## config.mk

```make
export PLATFORM = sky130hd
export DESIGN_NAME = lor_cfg_regs
export DESIGN_NICKNAME = d
export VERILOG_FILES = /design/src/design/lor_pkg.sv /design/src/design/lor_ovr_if.sv /design/src/design/lor_cfg_regs.sv /design/src/design/lor_ovr_det.sv
export SDC_FILE = /design/constraint.sdc
export NUM_CORES = 1
export LEC_CHECK = 0
export ABC_AREA = 1
export BUFFER_PORTS_ARGS = -buffer_cell sky130_fd_sc_hd__buf_2
export CAP_MARGIN = 25
export CORE_AREA = 5 5 119 121
export DETAILED_ROUTE_END_ITERATION = 10
export DIE_AREA = 0 0 124 126
export PLACE_DENSITY = 0.69
export SETUP_SLACK_MARGIN = 0.02
export SYNTH_ARGS = -nofsm -noshare
export SYNTH_HDL_FRONTEND = slang
export SYNTH_SLANG_ARGS = --single-unit
```

## constraint.sdc

```tcl
create_clock -name ref_clk -period 4.2 [get_ports ref_clk]
set_input_delay 0.21 -clock ref_clk [delete_from_list [all_inputs] [get_ports ref_clk]]
set_output_delay 0.21 -clock ref_clk [all_outputs]
set_load 0.005 [all_outputs]
```

## src/design/lor_pkg.sv

```systemverilog
package lor_pkg;
  // Register offsets on the device register port
  localparam logic [11:0] SYNC_HEADER_SELECT_ADDR    = 12'h20F;
  localparam logic [11:0] DDC_GAIN_CONFIG_ADDR       = 12'h210;
  localparam logic [11:0] OVERRANGE_THRESHOLD_I_ADDR = 12'h211;
  localparam logic [11:0] OVERRANGE_THRESHOLD_Q_ADDR = 12'h212;
  localparam logic [11:0] EXTRA_LANE_ENABLE_B_ADDR   = 12'h20B;

  // Reset values
  localparam logic [7:0] SYNC_HEADER_SELECT_RST    = 8'h00;
  localparam logic [7:0] DDC_GAIN_CONFIG_RST       = 8'h00;
  localparam logic [7:0] OVERRANGE_THRESHOLD_I_RST = 8'hF2;
  localparam logic [7:0] OVERRANGE_THRESHOLD_Q_RST = 8'hAB;
  localparam logic [7:0] EXTRA_LANE_ENABLE_B_RST   = 8'h00;

  // Field positions
  localparam int SPARE_SER_BIT  = 0;
  localparam int DDC_GAIN_DOUBLE_BIT      = 0;
  localparam int NUM_LANES      = 8;

  // Sync header content codes
  localparam logic [1:0] SH_CRC12 = 2'h0;
  localparam logic [1:0] SH_FEC   = 2'h2;

  // Test pattern codes
  localparam logic [3:0] TP_NONE  = 4'h0;
  localparam logic [3:0] TP_RAMP  = 4'h4;
  localparam logic [3:0] TP_ALT   = 4'h5;

  typedef enum logic [2:0] {
    LOR_SH_IDLE  = 3'b001,
    LOR_SH_CRC   = 3'b010,
    LOR_SH_FEC   = 3'b100
  } lor_sh_type;
endpackage

```

## src/design/lor_ovr_if.sv

```systemverilog
`timescale 1ns/1ps
interface lor_ovr_if #(parameter int SW = 16);
  logic [SW-1:0] sample;
  logic [7:0]    threshold;
  logic          valid;
  logic          flag;
  modport det (input sample, input threshold, input valid, output flag);
  modport ctl (output sample, output threshold, output valid, input flag);
endinterface

```

## src/design/lor_cfg_regs.sv

```systemverilog
`timescale 1ns/1ps
//////////////////////////////////////////////////////////////////////////////
// Function
// - Link B extra-lane bits 7:1 enable lane n clocks regardless of mode.
// - Bit 0 zero: clocks only; one: extra serializers also run.
// - Extra lanes follow current link mode and test pattern settings.
// - Extra-only lanes send octet ramp when test pattern is 0 or 5.
// - Channel power-down keeps extra lanes inactive.
// - Serializer n clocked only when lanes 0..n-1 are all enabled.
// - Sync-header field: 0 CRC-12, 2 FEC, 1 and 3 reserved.
// - Sync-header select applies only in 64b/66b link modes.
// - Command fields of sync word are always zero.
// - DDC gain bit: 0 gives 0dB, 1 adds 6.02dB.
// - Threshold-0, reset F2, sets control bit 0 on I samples.
// - Threshold-1, reset AB, sets control bit 1 on Q samples.
// - Threshold T means 20log10(T/256) dBFS peak level.
module lor_cfg_regs #(
  parameter int SW = 16
) (
  // Clock, reset, enable
  input  wire logic          ref_clk,
  input  wire logic          rst_n,
  input  wire logic          clk_en,
  // Register port
  input  wire logic [11:0]   reg_addr,
  input  wire logic [7:0]    reg_wdata,
  input  wire logic          reg_wr,
  input  wire logic          reg_rd,
  output logic      [7:0]    reg_rdata,
  // Link layer context
  input  wire logic          serial_link_enable,
  input  wire logic [7:0]    mode_lane_mask,
  input  wire logic          mode_is_64b66b,
  input  wire logic [3:0]    link_test_pattern,
  input  wire logic          channel_power_down,
  // Lane controls
  output logic      [7:0]    lane_clk_en,
  output logic      [7:0]    lane_ser_en,
  output logic      [7:0]    lane_force_ramp,
  output logic      [3:0]    lane_pattern,
  // Sync header controls
  output logic               sh_send_crc,
  output logic               sh_send_fec,
  output logic      [31:0]   sh_cmd_bits,
  // DDC
  output logic               ddc_gain_double,
  input  wire logic [SW-1:0] ddc_i_sample,
  input  wire logic [SW-1:0] ddc_q_sample,
  input  wire logic          ddc_valid,
  output logic      [SW-1:0] ddc_i_out,
  output logic      [SW-1:0] ddc_q_out,
  output logic               ddc_ctrl_bit0,
  output logic               ddc_ctrl_bit1,
  output logic               ddc_out_valid
);
  //////////////////////////////////////////////////////////////////////////////
  logic       rst_s1_r;
  logic       rst_sync_r;
  logic [7:0] extra_lane_enable_b_r;
  logic [1:0] sync_header_select_r;
  logic       ddc_gain_config_r;
  logic [7:0] overrange_threshold_i_r;
  logic [7:0] overrange_threshold_q_r;
  logic [7:0] lane_clk_nxt;
  logic [7:0] lane_ser_nxt;
  logic [7:0] ramp_nxt;
  lor_pkg::lor_sh_type sh_state_r;
  lor_pkg::lor_sh_type sh_state_nxt;

  // Reset release through two flops
  always_ff @(posedge ref_clk or negedge rst_n) begin
    if (!rst_n) begin
      rst_s1_r   <= 1'b0;
      rst_sync_r <= 1'b0;
    end else begin
      rst_s1_r   <= 1'b1;
      rst_sync_r <= rst_s1_r;
    end
  end

  //////////////////////////////////////////////////////////////////////////////
  // Register writes; software keeps link disabled for lane and header changes
  always_ff @(posedge ref_clk or negedge rst_sync_r) begin
    if (!rst_sync_r) begin
      extra_lane_enable_b_r   <= lor_pkg::EXTRA_LANE_ENABLE_B_RST;
      sync_header_select_r    <= lor_pkg::SYNC_HEADER_SELECT_RST[1:0];
      ddc_gain_config_r       <= lor_pkg::DDC_GAIN_CONFIG_RST[0];
      overrange_threshold_i_r <= lor_pkg::OVERRANGE_THRESHOLD_I_RST;
      overrange_threshold_q_r <= lor_pkg::OVERRANGE_THRESHOLD_Q_RST;
    end else if (clk_en && reg_wr) begin
      unique case (reg_addr)
        lor_pkg::EXTRA_LANE_ENABLE_B_ADDR:   extra_lane_enable_b_r   <= reg_wdata;
        lor_pkg::SYNC_HEADER_SELECT_ADDR:    sync_header_select_r    <= reg_wdata[1:0];
        lor_pkg::DDC_GAIN_CONFIG_ADDR:       ddc_gain_config_r       <= reg_wdata[lor_pkg::DDC_GAIN_DOUBLE_BIT];
        lor_pkg::OVERRANGE_THRESHOLD_I_ADDR: overrange_threshold_i_r <= reg_wdata;
        lor_pkg::OVERRANGE_THRESHOLD_Q_ADDR: overrange_threshold_q_r <= reg_wdata;
        default: ;
      endcase
    end
  end

  // Read data registered; unmapped reads zero
  always_ff @(posedge ref_clk or negedge rst_sync_r) begin
    if (!rst_sync_r) begin
      reg_rdata <= 8'h00;
    end else if (clk_en && reg_rd) begin
      unique case (reg_addr)
        lor_pkg::EXTRA_LANE_ENABLE_B_ADDR:   reg_rdata <= extra_lane_enable_b_r;
        lor_pkg::SYNC_HEADER_SELECT_ADDR:    reg_rdata <= {6'h00, sync_header_select_r};
        lor_pkg::DDC_GAIN_CONFIG_ADDR:       reg_rdata <= {7'h00, ddc_gain_config_r};
        lor_pkg::OVERRANGE_THRESHOLD_I_ADDR: reg_rdata <= overrange_threshold_i_r;
        lor_pkg::OVERRANGE_THRESHOLD_Q_ADDR: reg_rdata <= overrange_threshold_q_r;
        default:                             reg_rdata <= 8'h00;
      endcase
    end
  end

  //////////////////////////////////////////////////////////////////////////////
  // Lane enables
  always_comb begin
    logic [7:0] want;
    logic       chain;
    want  = mode_lane_mask | {extra_lane_enable_b_r[7:1], 1'b0};
    chain = 1'b1;
    lane_clk_nxt = 8'h00;
    lane_ser_nxt = 8'h00;
    ramp_nxt     = 8'h00;
    for (int n = 0; n < lor_pkg::NUM_LANES; n++) begin
      lane_clk_nxt[n] = want[n] && !channel_power_down;
      // Serializer clock passes only along an unbroken chain from lane 0
      lane_ser_nxt[n] = lane_clk_nxt[n] && chain &&
                        (mode_lane_mask[n] || extra_lane_enable_b_r[lor_pkg::SPARE_SER_BIT]);
      chain = chain && lane_clk_nxt[n];
      ramp_nxt[n] = lane_clk_nxt[n] && !mode_lane_mask[n] &&
                    (link_test_pattern == lor_pkg::TP_NONE || link_test_pattern == lor_pkg::TP_ALT);
    end
  end

  always_ff @(posedge ref_clk or negedge rst_sync_r) begin
    if (!rst_sync_r) begin
      lane_clk_en     <= 8'h00;
      lane_ser_en     <= 8'h00;
      lane_force_ramp <= 8'h00;
      lane_pattern    <= lor_pkg::TP_NONE;
    end else if (clk_en) begin
      lane_clk_en     <= lane_clk_nxt;
      lane_ser_en     <= lane_ser_nxt;
      lane_force_ramp <= ramp_nxt;
      // Shared pattern is ramp code 4 for all lanes when any lane is forced; otherwise the link pattern
      lane_pattern    <= (|ramp_nxt) ? lor_pkg::TP_RAMP : link_test_pattern;
    end
  end

  //////////////////////////////////////////////////////////////////////////////
  // Sync header content; reserved codes fall back to idle, no content
  always_comb begin
    sh_state_nxt = lor_pkg::LOR_SH_IDLE;
    if (serial_link_enable && mode_is_64b66b) begin
      if (sync_header_select_r == lor_pkg::SH_CRC12) begin
        sh_state_nxt = lor_pkg::LOR_SH_CRC;
      end else if (sync_header_select_r == lor_pkg::SH_FEC) begin
        sh_state_nxt = lor_pkg::LOR_SH_FEC;
      end
    end
  end

  always_ff @(posedge ref_clk or negedge rst_sync_r) begin
    if (!rst_sync_r) begin
      sh_state_r <= lor_pkg::LOR_SH_IDLE;
    end else if (clk_en) begin
      sh_state_r <= sh_state_nxt;
    end
  end

  always_comb begin
    sh_send_crc = 1'b0;
    sh_send_fec = 1'b0;
    unique case (sh_state_r)
      lor_pkg::LOR_SH_IDLE: ;
      lor_pkg::LOR_SH_CRC:  sh_send_crc = 1'b1;
      lor_pkg::LOR_SH_FEC:  sh_send_fec = 1'b1;
      default: ;
    endcase
  end

  // No command channel: 32-bit field stays zero
  assign sh_cmd_bits = 32'h0000_0000;

  // Gain ddc_gain_double level for the filter; software guards against clipping
  assign ddc_gain_double = ddc_gain_config_r;

  //////////////////////////////////////////////////////////////////////////////
  // Over-range control bits
  lor_ovr_if #(.SW(SW)) ovr_i ();
  lor_ovr_if #(.SW(SW)) ovr_q ();

  assign ovr_i.sample    = ddc_i_sample;
  assign ovr_i.threshold = overrange_threshold_i_r;
  assign ovr_i.valid     = ddc_valid;
  assign ovr_q.sample    = ddc_q_sample;
  assign ovr_q.threshold = overrange_threshold_q_r;
  assign ovr_q.valid     = ddc_valid;

  lor_ovr_det #(.SW(SW)) u_det_i (
    .ref_clk (ref_clk),
    .rst_n   (rst_sync_r),
    .clk_en  (clk_en),
    .port    (ovr_i)
  );

  lor_ovr_det #(.SW(SW)) u_det_q (
    .ref_clk (ref_clk),
    .rst_n   (rst_sync_r),
    .clk_en  (clk_en),
    .port    (ovr_q)
  );

  // Samples delayed one cycle to stay aligned with their flags
  always_ff @(posedge ref_clk or negedge rst_sync_r) begin
    if (!rst_sync_r) begin
      ddc_i_out     <= '0;
      ddc_q_out     <= '0;
      ddc_out_valid <= 1'b0;
    end else if (clk_en) begin
      ddc_out_valid <= ddc_valid;
      if (ddc_valid) begin
        ddc_i_out <= ddc_i_sample;
        ddc_q_out <= ddc_q_sample;
      end
    end
  end

  assign ddc_ctrl_bit0 = ovr_i.flag;
  assign ddc_ctrl_bit1 = ovr_q.flag;
endmodule

```

## src/design/lor_ovr_det.sv

```systemverilog
`timescale 1ns/1ps
module lor_ovr_det #(
  parameter int SW = 16
) (
  // Clock and reset
  input wire logic ref_clk,
  input wire logic rst_n,
  input wire logic clk_en,
  // Sample and flag
  lor_ovr_if.det   port
);
  logic [SW-1:0] mag;
  logic          flag_r;

  // Two's complement magnitude; most negative saturates
  always_comb begin
    if (port.sample[SW-1]) begin
      mag = (port.sample == {1'b1, {(SW-1){1'b0}}}) ? {1'b0, {(SW-1){1'b1}}} : SW'(-port.sample);
    end else begin
      mag = port.sample;
    end
  end

  // Top eight magnitude bits compared as T/256 of full scale
  always_ff @(posedge ref_clk or negedge rst_n) begin
    if (!rst_n) begin
      flag_r <= 1'b0;
    end else if (clk_en && port.valid) begin
      flag_r <= (mag[SW-2 -: 8] >= port.threshold);
    end
  end

  assign port.flag = flag_r;
endmodule

```

# After elaboration in Yosys (flattened, before gate mapping)
# Index checks and enable logic that the tools add are counted.
# totals
register_bits,103
latchBits,0
ramBits,0
romBits,0
out_inout_bits,106
wordCells,115
n_memories,0
# classes
add_sub_neg,2
n_mul,0
div,0
order_cmp,2
eq_ne,11
shift,0
n_mux,11
bitwise,1
n_reduce_logical,70
# ops
op,count
equality test 12 x 10 -> 1 bit (second input constant),5
2-to-1 mux 15 bit,4
logical AND 1 bit,43
case mux 8 bit (5 select lines),1
equality test 16 bit (second input constant),2
negator 15 bit,2
greater-or-equal comparator 8 bit,2
AND reduction 2 bit,6
logical NOT 1 bit,9
logical OR 1 bit,9
2-to-1 mux 3 bit,3
OR 8 bit,1
OR reduction 8 bit,1
equality test 4 x 3 -> 1 bit (second input constant),1
logical NOT 4 bit,1
2-to-1 mux 4 bit,1
equality test 3 x 2 -> 1 bit (second input constant),1
equality test 3 bit (second input constant),1
equality test 2 bit (second input constant),1
logical NOT 2 bit,1
2-to-1 mux 1 bit,2

# Depth between registers and ports, before layout
# depth
word_depth,10
depth_mapped,16

# By module
# From an unflattened synthesis, not the netlist that was laid out.
# unflattened
cells_unflattened,736
area_unflattened_um2,6005.8
# by_module_without_submodules
mod,n_inst,cells_per_inst,area_per_inst_um2
lor_cfg_regs,1,486,4757.1
lor_ovr_det,2,125,624.3

# Worst setup path after synthesis
# No wires, ideal clock.
# synth_timing
path_kind,input-to-reg
startpoint,input ddc_i_sample[2]
endpoint,register u_det_i.flag_r (netlist: u_det_i.port.flag)
arrival_ps,1635
required_time_ps,4083
setup_slack_ps,2448
cell_stages,13
path_buffers,0
cell_sequence,nor3_1 nand4_1 nand2_1 nand2_1 nand2_1 nand3_1 ha_1 nand2_1 nor2_1 nor3_1 nand3_1 nand2_1 nand2_1
# synth_via
elab_chain_len,4
elab_cells_between_ends,5
classes_between,1 x add/sub; 1 x order compare; 1 x eq/ne; 2 x mux
# synth_rtl
element,line,rtl
from (decl),lor_cfg_regs.sv:47,"input wire logic [SW-1:0] ddc_i_sample,"
negator 15 bit or equality test 16 bit (tied branches),lor_ovr_det.sv:18,"mag = (port.sample == {1'b1, {(SW-1){1'b0}}}) ? {1'b0, {(SW-1){1'b1}}} : SW'(-port.sample);"
2-to-1 mux 15 bit (*),lor_ovr_det.sv:18,
2-to-1 mux 15 bit (*),lor_ovr_det.sv:17,if (port.sample[SW-1]) begin
greater-or-equal comparator 8 bit (*),lor_ovr_det.sv:29,flag_r <= (mag[SW-2 -: 8] >= port.threshold);
to (signal assigned),lor_ovr_det.sv:29,
to (decl),lor_ovr_det.sv:13,logic flag_r;
# Every way passes the cells marked *; elsewhere a longest branch is shown, timed or not.
# A chain may end at the register's enable or synchronous reset.

# Worst setup path in the final report
# Ends and elaborated chain as after synthesis.

==> summary.md <==
| Metric | Value |
|---|---|
| Post-route ant nets | 0 |
| Num ports | 179 |
| Dpl ws | 2.018 ns |
| Overall Power | 2206 uW |
| Drt wl/cell | 13.40 um |
| Fin crit period | 1.868 ns |
| Root Driver | clkbuf_16 |
| Status | completed |
| GRT overflow | 0 |
| Startpoint Class | input pin |
| Post-CTS setup buffers | 0 |
| Vias in the first global route | 4687 |
| CP max-delay cell | nor3_1 |
| Worst-path clk slew | 0.07 ns |
| Via/cell ratio | 4.764 |
| CP arrival | 2.16 ns |
| Synth cell count leaders | nand2_1 (217), dfrtp_1 (92), inv_1 (77), nand3_1 (76) |
| Slew margin rel. | 0.3726 |
| Share of flip-flops with an asynchronous set or reset | 1.000 |
| Top cell type by total area after synthesis | dfrtp_1 |
| Post-synth EDFFs | 0 |
| Worst slew pin tran | 0.9378 ns |
| #FFs+latches synth | 103 |
| Antenna cells | 0 |
| Cell count after synthesis | 738 |
| Share of cells above drive strength 1 | 0.2460 |
| CORE AREA | 12980 um2 |
| Slowest Stage Delay on Critical Path | 0.48 ns |
| GRT Overall Usage | 0.1842 |
| Slew Viols, Final | 0 |
| Kind of critical path | in2reg |
| Via count | 5040 |
| Setup slack after layout | 2.332 ns |
| CP Cell Sequence | buf_2 -> nor3_1 -> nand4_1 -> nand2_1 -> nand2_1 -> nand2_1 -> nand3_1 -> ha_1 -> nand2_1 -> nor2_1 -> nand4_1 -> nand3_1 -> nand2_1 -> nand2_1 |
| Post-Route WL | 14180 um |
| Die X | 124 um |
| Placed instance area | 6502 um2 |
| Setup TNS | 0 ns |
| CP required | 4.50 ns |
| Clock Path Buffers | 2 |
| Later-pin clock latency in the skew report | 0.36 ns |
| Most frequent cell after synthesis | nand2_1 |
| Dpl hpwl | 11020 um |
| Clk sink count | 103 |
| CTS tree | built |
| Area share of the largest cell type after synthesis | 0.4016 |
| Max cap viols | 0 |
| FMAX | 0.5352 GHz |
| Pin count of the biggest net entering global routing | 63 |
| Synth area leaders | dfrtp_1 (40%), nand2_1 (14%), nand3_1 (6.6%) |
| Setup violators final | 0 |
| Yosys cell types | 35 |
| Rows | 42 |
| Fin nets | 966 |
| Top FF cell, synth | dfrtp_1 |
| Post-route DRC | 0 |
| Worst hold slack | 0.07284 ns |
| Worst VDD drop | 0.1793 mV |
| Die Y-Extent | 126 um |
| Final Hold Vio Count | 0 |
| Setup crit end kind | flop |
| Global-route wire length before repair | 22730 um |
| Ys Warns | 0 |
| Critical path fanouts, max | 4 |
| Seq/Total Area, Yosys | 0.4520 |
| Area of the die | 15620 um2 |
| Design area | 6795 um2 |
| Final RePlAce weighted congestion | 0.8615 |
| Starting Density | 0.4417 |
| TritonCTS buffer count | 9 |
| Delay-heaviest family, CP | simple AND/OR/NAND/NOR gates |
| Power density cells | 324.6 nW/um2 |
| H-Tree Depth | 3 |
| First-pass iteration count of the detailed router | 5 |
| I/O Buffers | 146 |
| Area added between synthesis and finish | 18.53% |
| Hold crit path type | in2reg |
| Pleak | 0.003663 uW |
| Fin crit share | 0.4448 |
| Fill cells | 1305 |
| Clk_skew | 0.008101 ns |
| Initial antenna violation count | 0 |
| Worst path most repeated cell | nand2_1 |
| Initial DRC Count | 426 |
| RSZ-0062 raised after global routing | no |
| Cell Area, Synth | 5733 um2 |
| Buf+Inv Stages, Crit Path | 1 |
| Syn avg cell area | 7.768 um2 |
-- per-stage QoR --
step,cells,util
floorplan,769,-
global route,1058,0.5235
finish,1058,0.5235
global placement,1040,0.4988
CTS,1058,0.5235
detailed placement,1041,0.5010
-- report_power, final --
group          total, uW  internal [uW]  leakage (uW)  switching [uW]
registers           1080           1050       0.00131            32.6
logic                312            124       0.00222             189
clock network        812            421      0.000139             391
-- routing by layer --
layer / wire (um) / share of wire / track usage / vias to the layer above
li1: - / - / - / 2606
met1: 6419 / 0.45 / 0.2524 / 2275
met2: 6698 / 0.47 / 0.2905 / 139
met3: 750 / 0.053 / 0.03004 / 20
met4: 310 / 0.022 / 0.07345 / 0
met5: 0 / 0 / 0 / -
-- worst reg2reg max path: cells and delay by family (launching register included) --
| family | cells | cell delay, ns |
|---|---|---|
| adder cells (fa/ha/maj) | 1 | 0.30 |
| buffers and inverters | 1 | 0.05 |
| AND/OR/NAND/NOR | 5 | 0.40 |
| AO/OA/AOI/OAI | 1 | 0.16 |
| flip-flops | 1 | 0.55 |
-- layout make-up --
cell class              count  area (um2)  share of cell area
clock buffers              10       239.0             0.03517
clock inverters             6       43.79            0.006444
inverters                  85       319.1             0.04695
multi-input cells         528        2595              0.3819
flip-flops and latches    103        2595              0.3819
well taps                 176       220.2             0.03241
repair buffers            150       783.3              0.1153
-- final timing paths --
| check | slack, ns | endpoint | cells past startpoint | from |
|---|---|---|---|---|
| max | 2.33 | u_det_i.port.flag$_DFFE_PN0P_ | 14 | ddc_i_sample[2] |
| min | 0.07 | ddc_q_out[0]$_DFFE_PN0P_ | 3 | ddc_q_sample[0] |
| max reg2reg | 2.62 | u_det_q.port.flag$_DFFE_PN0P_ | 8 | overrange_threshold_q_r[5]$_DFFE_PN1P_ |
| min reg2reg | 0.21 | reg_rdata[0]$_DFFE_PN0P_ | 0 | rst_sync_r$_DFF_PN0_ |
| max in group asynchronous | 3.13 | ddc_q_out[3]$_DFFE_PN0P_ | 1 | rst_sync_r$_DFF_PN0_ |
| min in group asynchronous | 0.16 | rst_s1_r$_DFF_PN0_ | 2 | rst_n |
-- logic make-up (layout without fill, tap and decap cells) --
group	after synthesis	in the layout	synth area share
buffers and inverters	138	251	0.1161
adder cells (fa/ha/maj)	16	16	0.03492
other	2	33	0.001310
AO/OA/AOI/OAI	100	100	0.1026
AND/OR/NAND/NOR	379	379	0.2931
flip-flops	103	103	0.4520
-- placed cells by master (no fill, tap or decap), types with 2 or more instances in the layout --
| cell | synthesis | layout |
|---|---|---|
| nand3b_1 | 3 | 3 |
| nand2_1 | 217 | 216 |
| dfstp_2 | 11 | 11 |
| inv_1 | 77 | 77 |
| dfrtp_1 | 92 | 91 |
| nand3_1 | 76 | 76 |
| nor2_1 | 47 | 47 |
| nor3_4 | 2 | 2 |
| inv_2 | 8 | 8 |
| o21ai_0 | 47 | 47 |
| nor2_4 | 2 | 2 |
| nand2_2 | 5 | 6 |
| nand3_4 | 2 | 2 |
| a21oi_1 | 14 | 14 |
| nor3_1 | 7 | 7 |
| o31ai_1 | 6 | 6 |
| inv_6 | 0 | 2 |
| o211ai_1 | 2 | 2 |
| ha_1 | 16 | 16 |
| nand4_1 | 11 | 11 |
| buf_4 | 34 | 2 |
| buf_2 | 4 | 146 |
| and3_1 | 2 | 2 |
| o21ai_2 | 16 | 16 |
| conb_1 | 2 | 33 |
| clkbuf_16 | 0 | 9 |
| o21ai_1 | 12 | 12 |
| clkinv_2 | 0 | 2 |
-- flip-flops by register name, indices dropped and copies added (netlist names) --
| name | cells |
|---|---|
| u_det_q.port.flag | 1 |
| lane_force_ramp | 8 |
| reg_rdata | 8 |
| extra_lane_enable_b_r | 8 |
| rst_sync_r | 1 |
| overrange_threshold_i_r | 8 |
| lane_clk_en | 8 |
| ddc_i_out | 16 |
| sync_header_select_r | 2 |
| u_det_i.port.flag | 1 |
| rst_s1_r | 1 |
| ddc_q_out | 16 |
| ddc_out_valid | 1 |
| lane_pattern | 4 |
| lane_ser_en | 8 |
| ddc_gain_double | 1 |
| overrange_threshold_q_r | 8 |
| sh_state_r | 3 |
-- what timing repair did --
item                                   4_1_cts  5_1_grt
gates resized for setup                      0        0
endpoints found under the hold margin        2        0
hold buffers                                 1        0
Power figures use the tool's default switching activity.
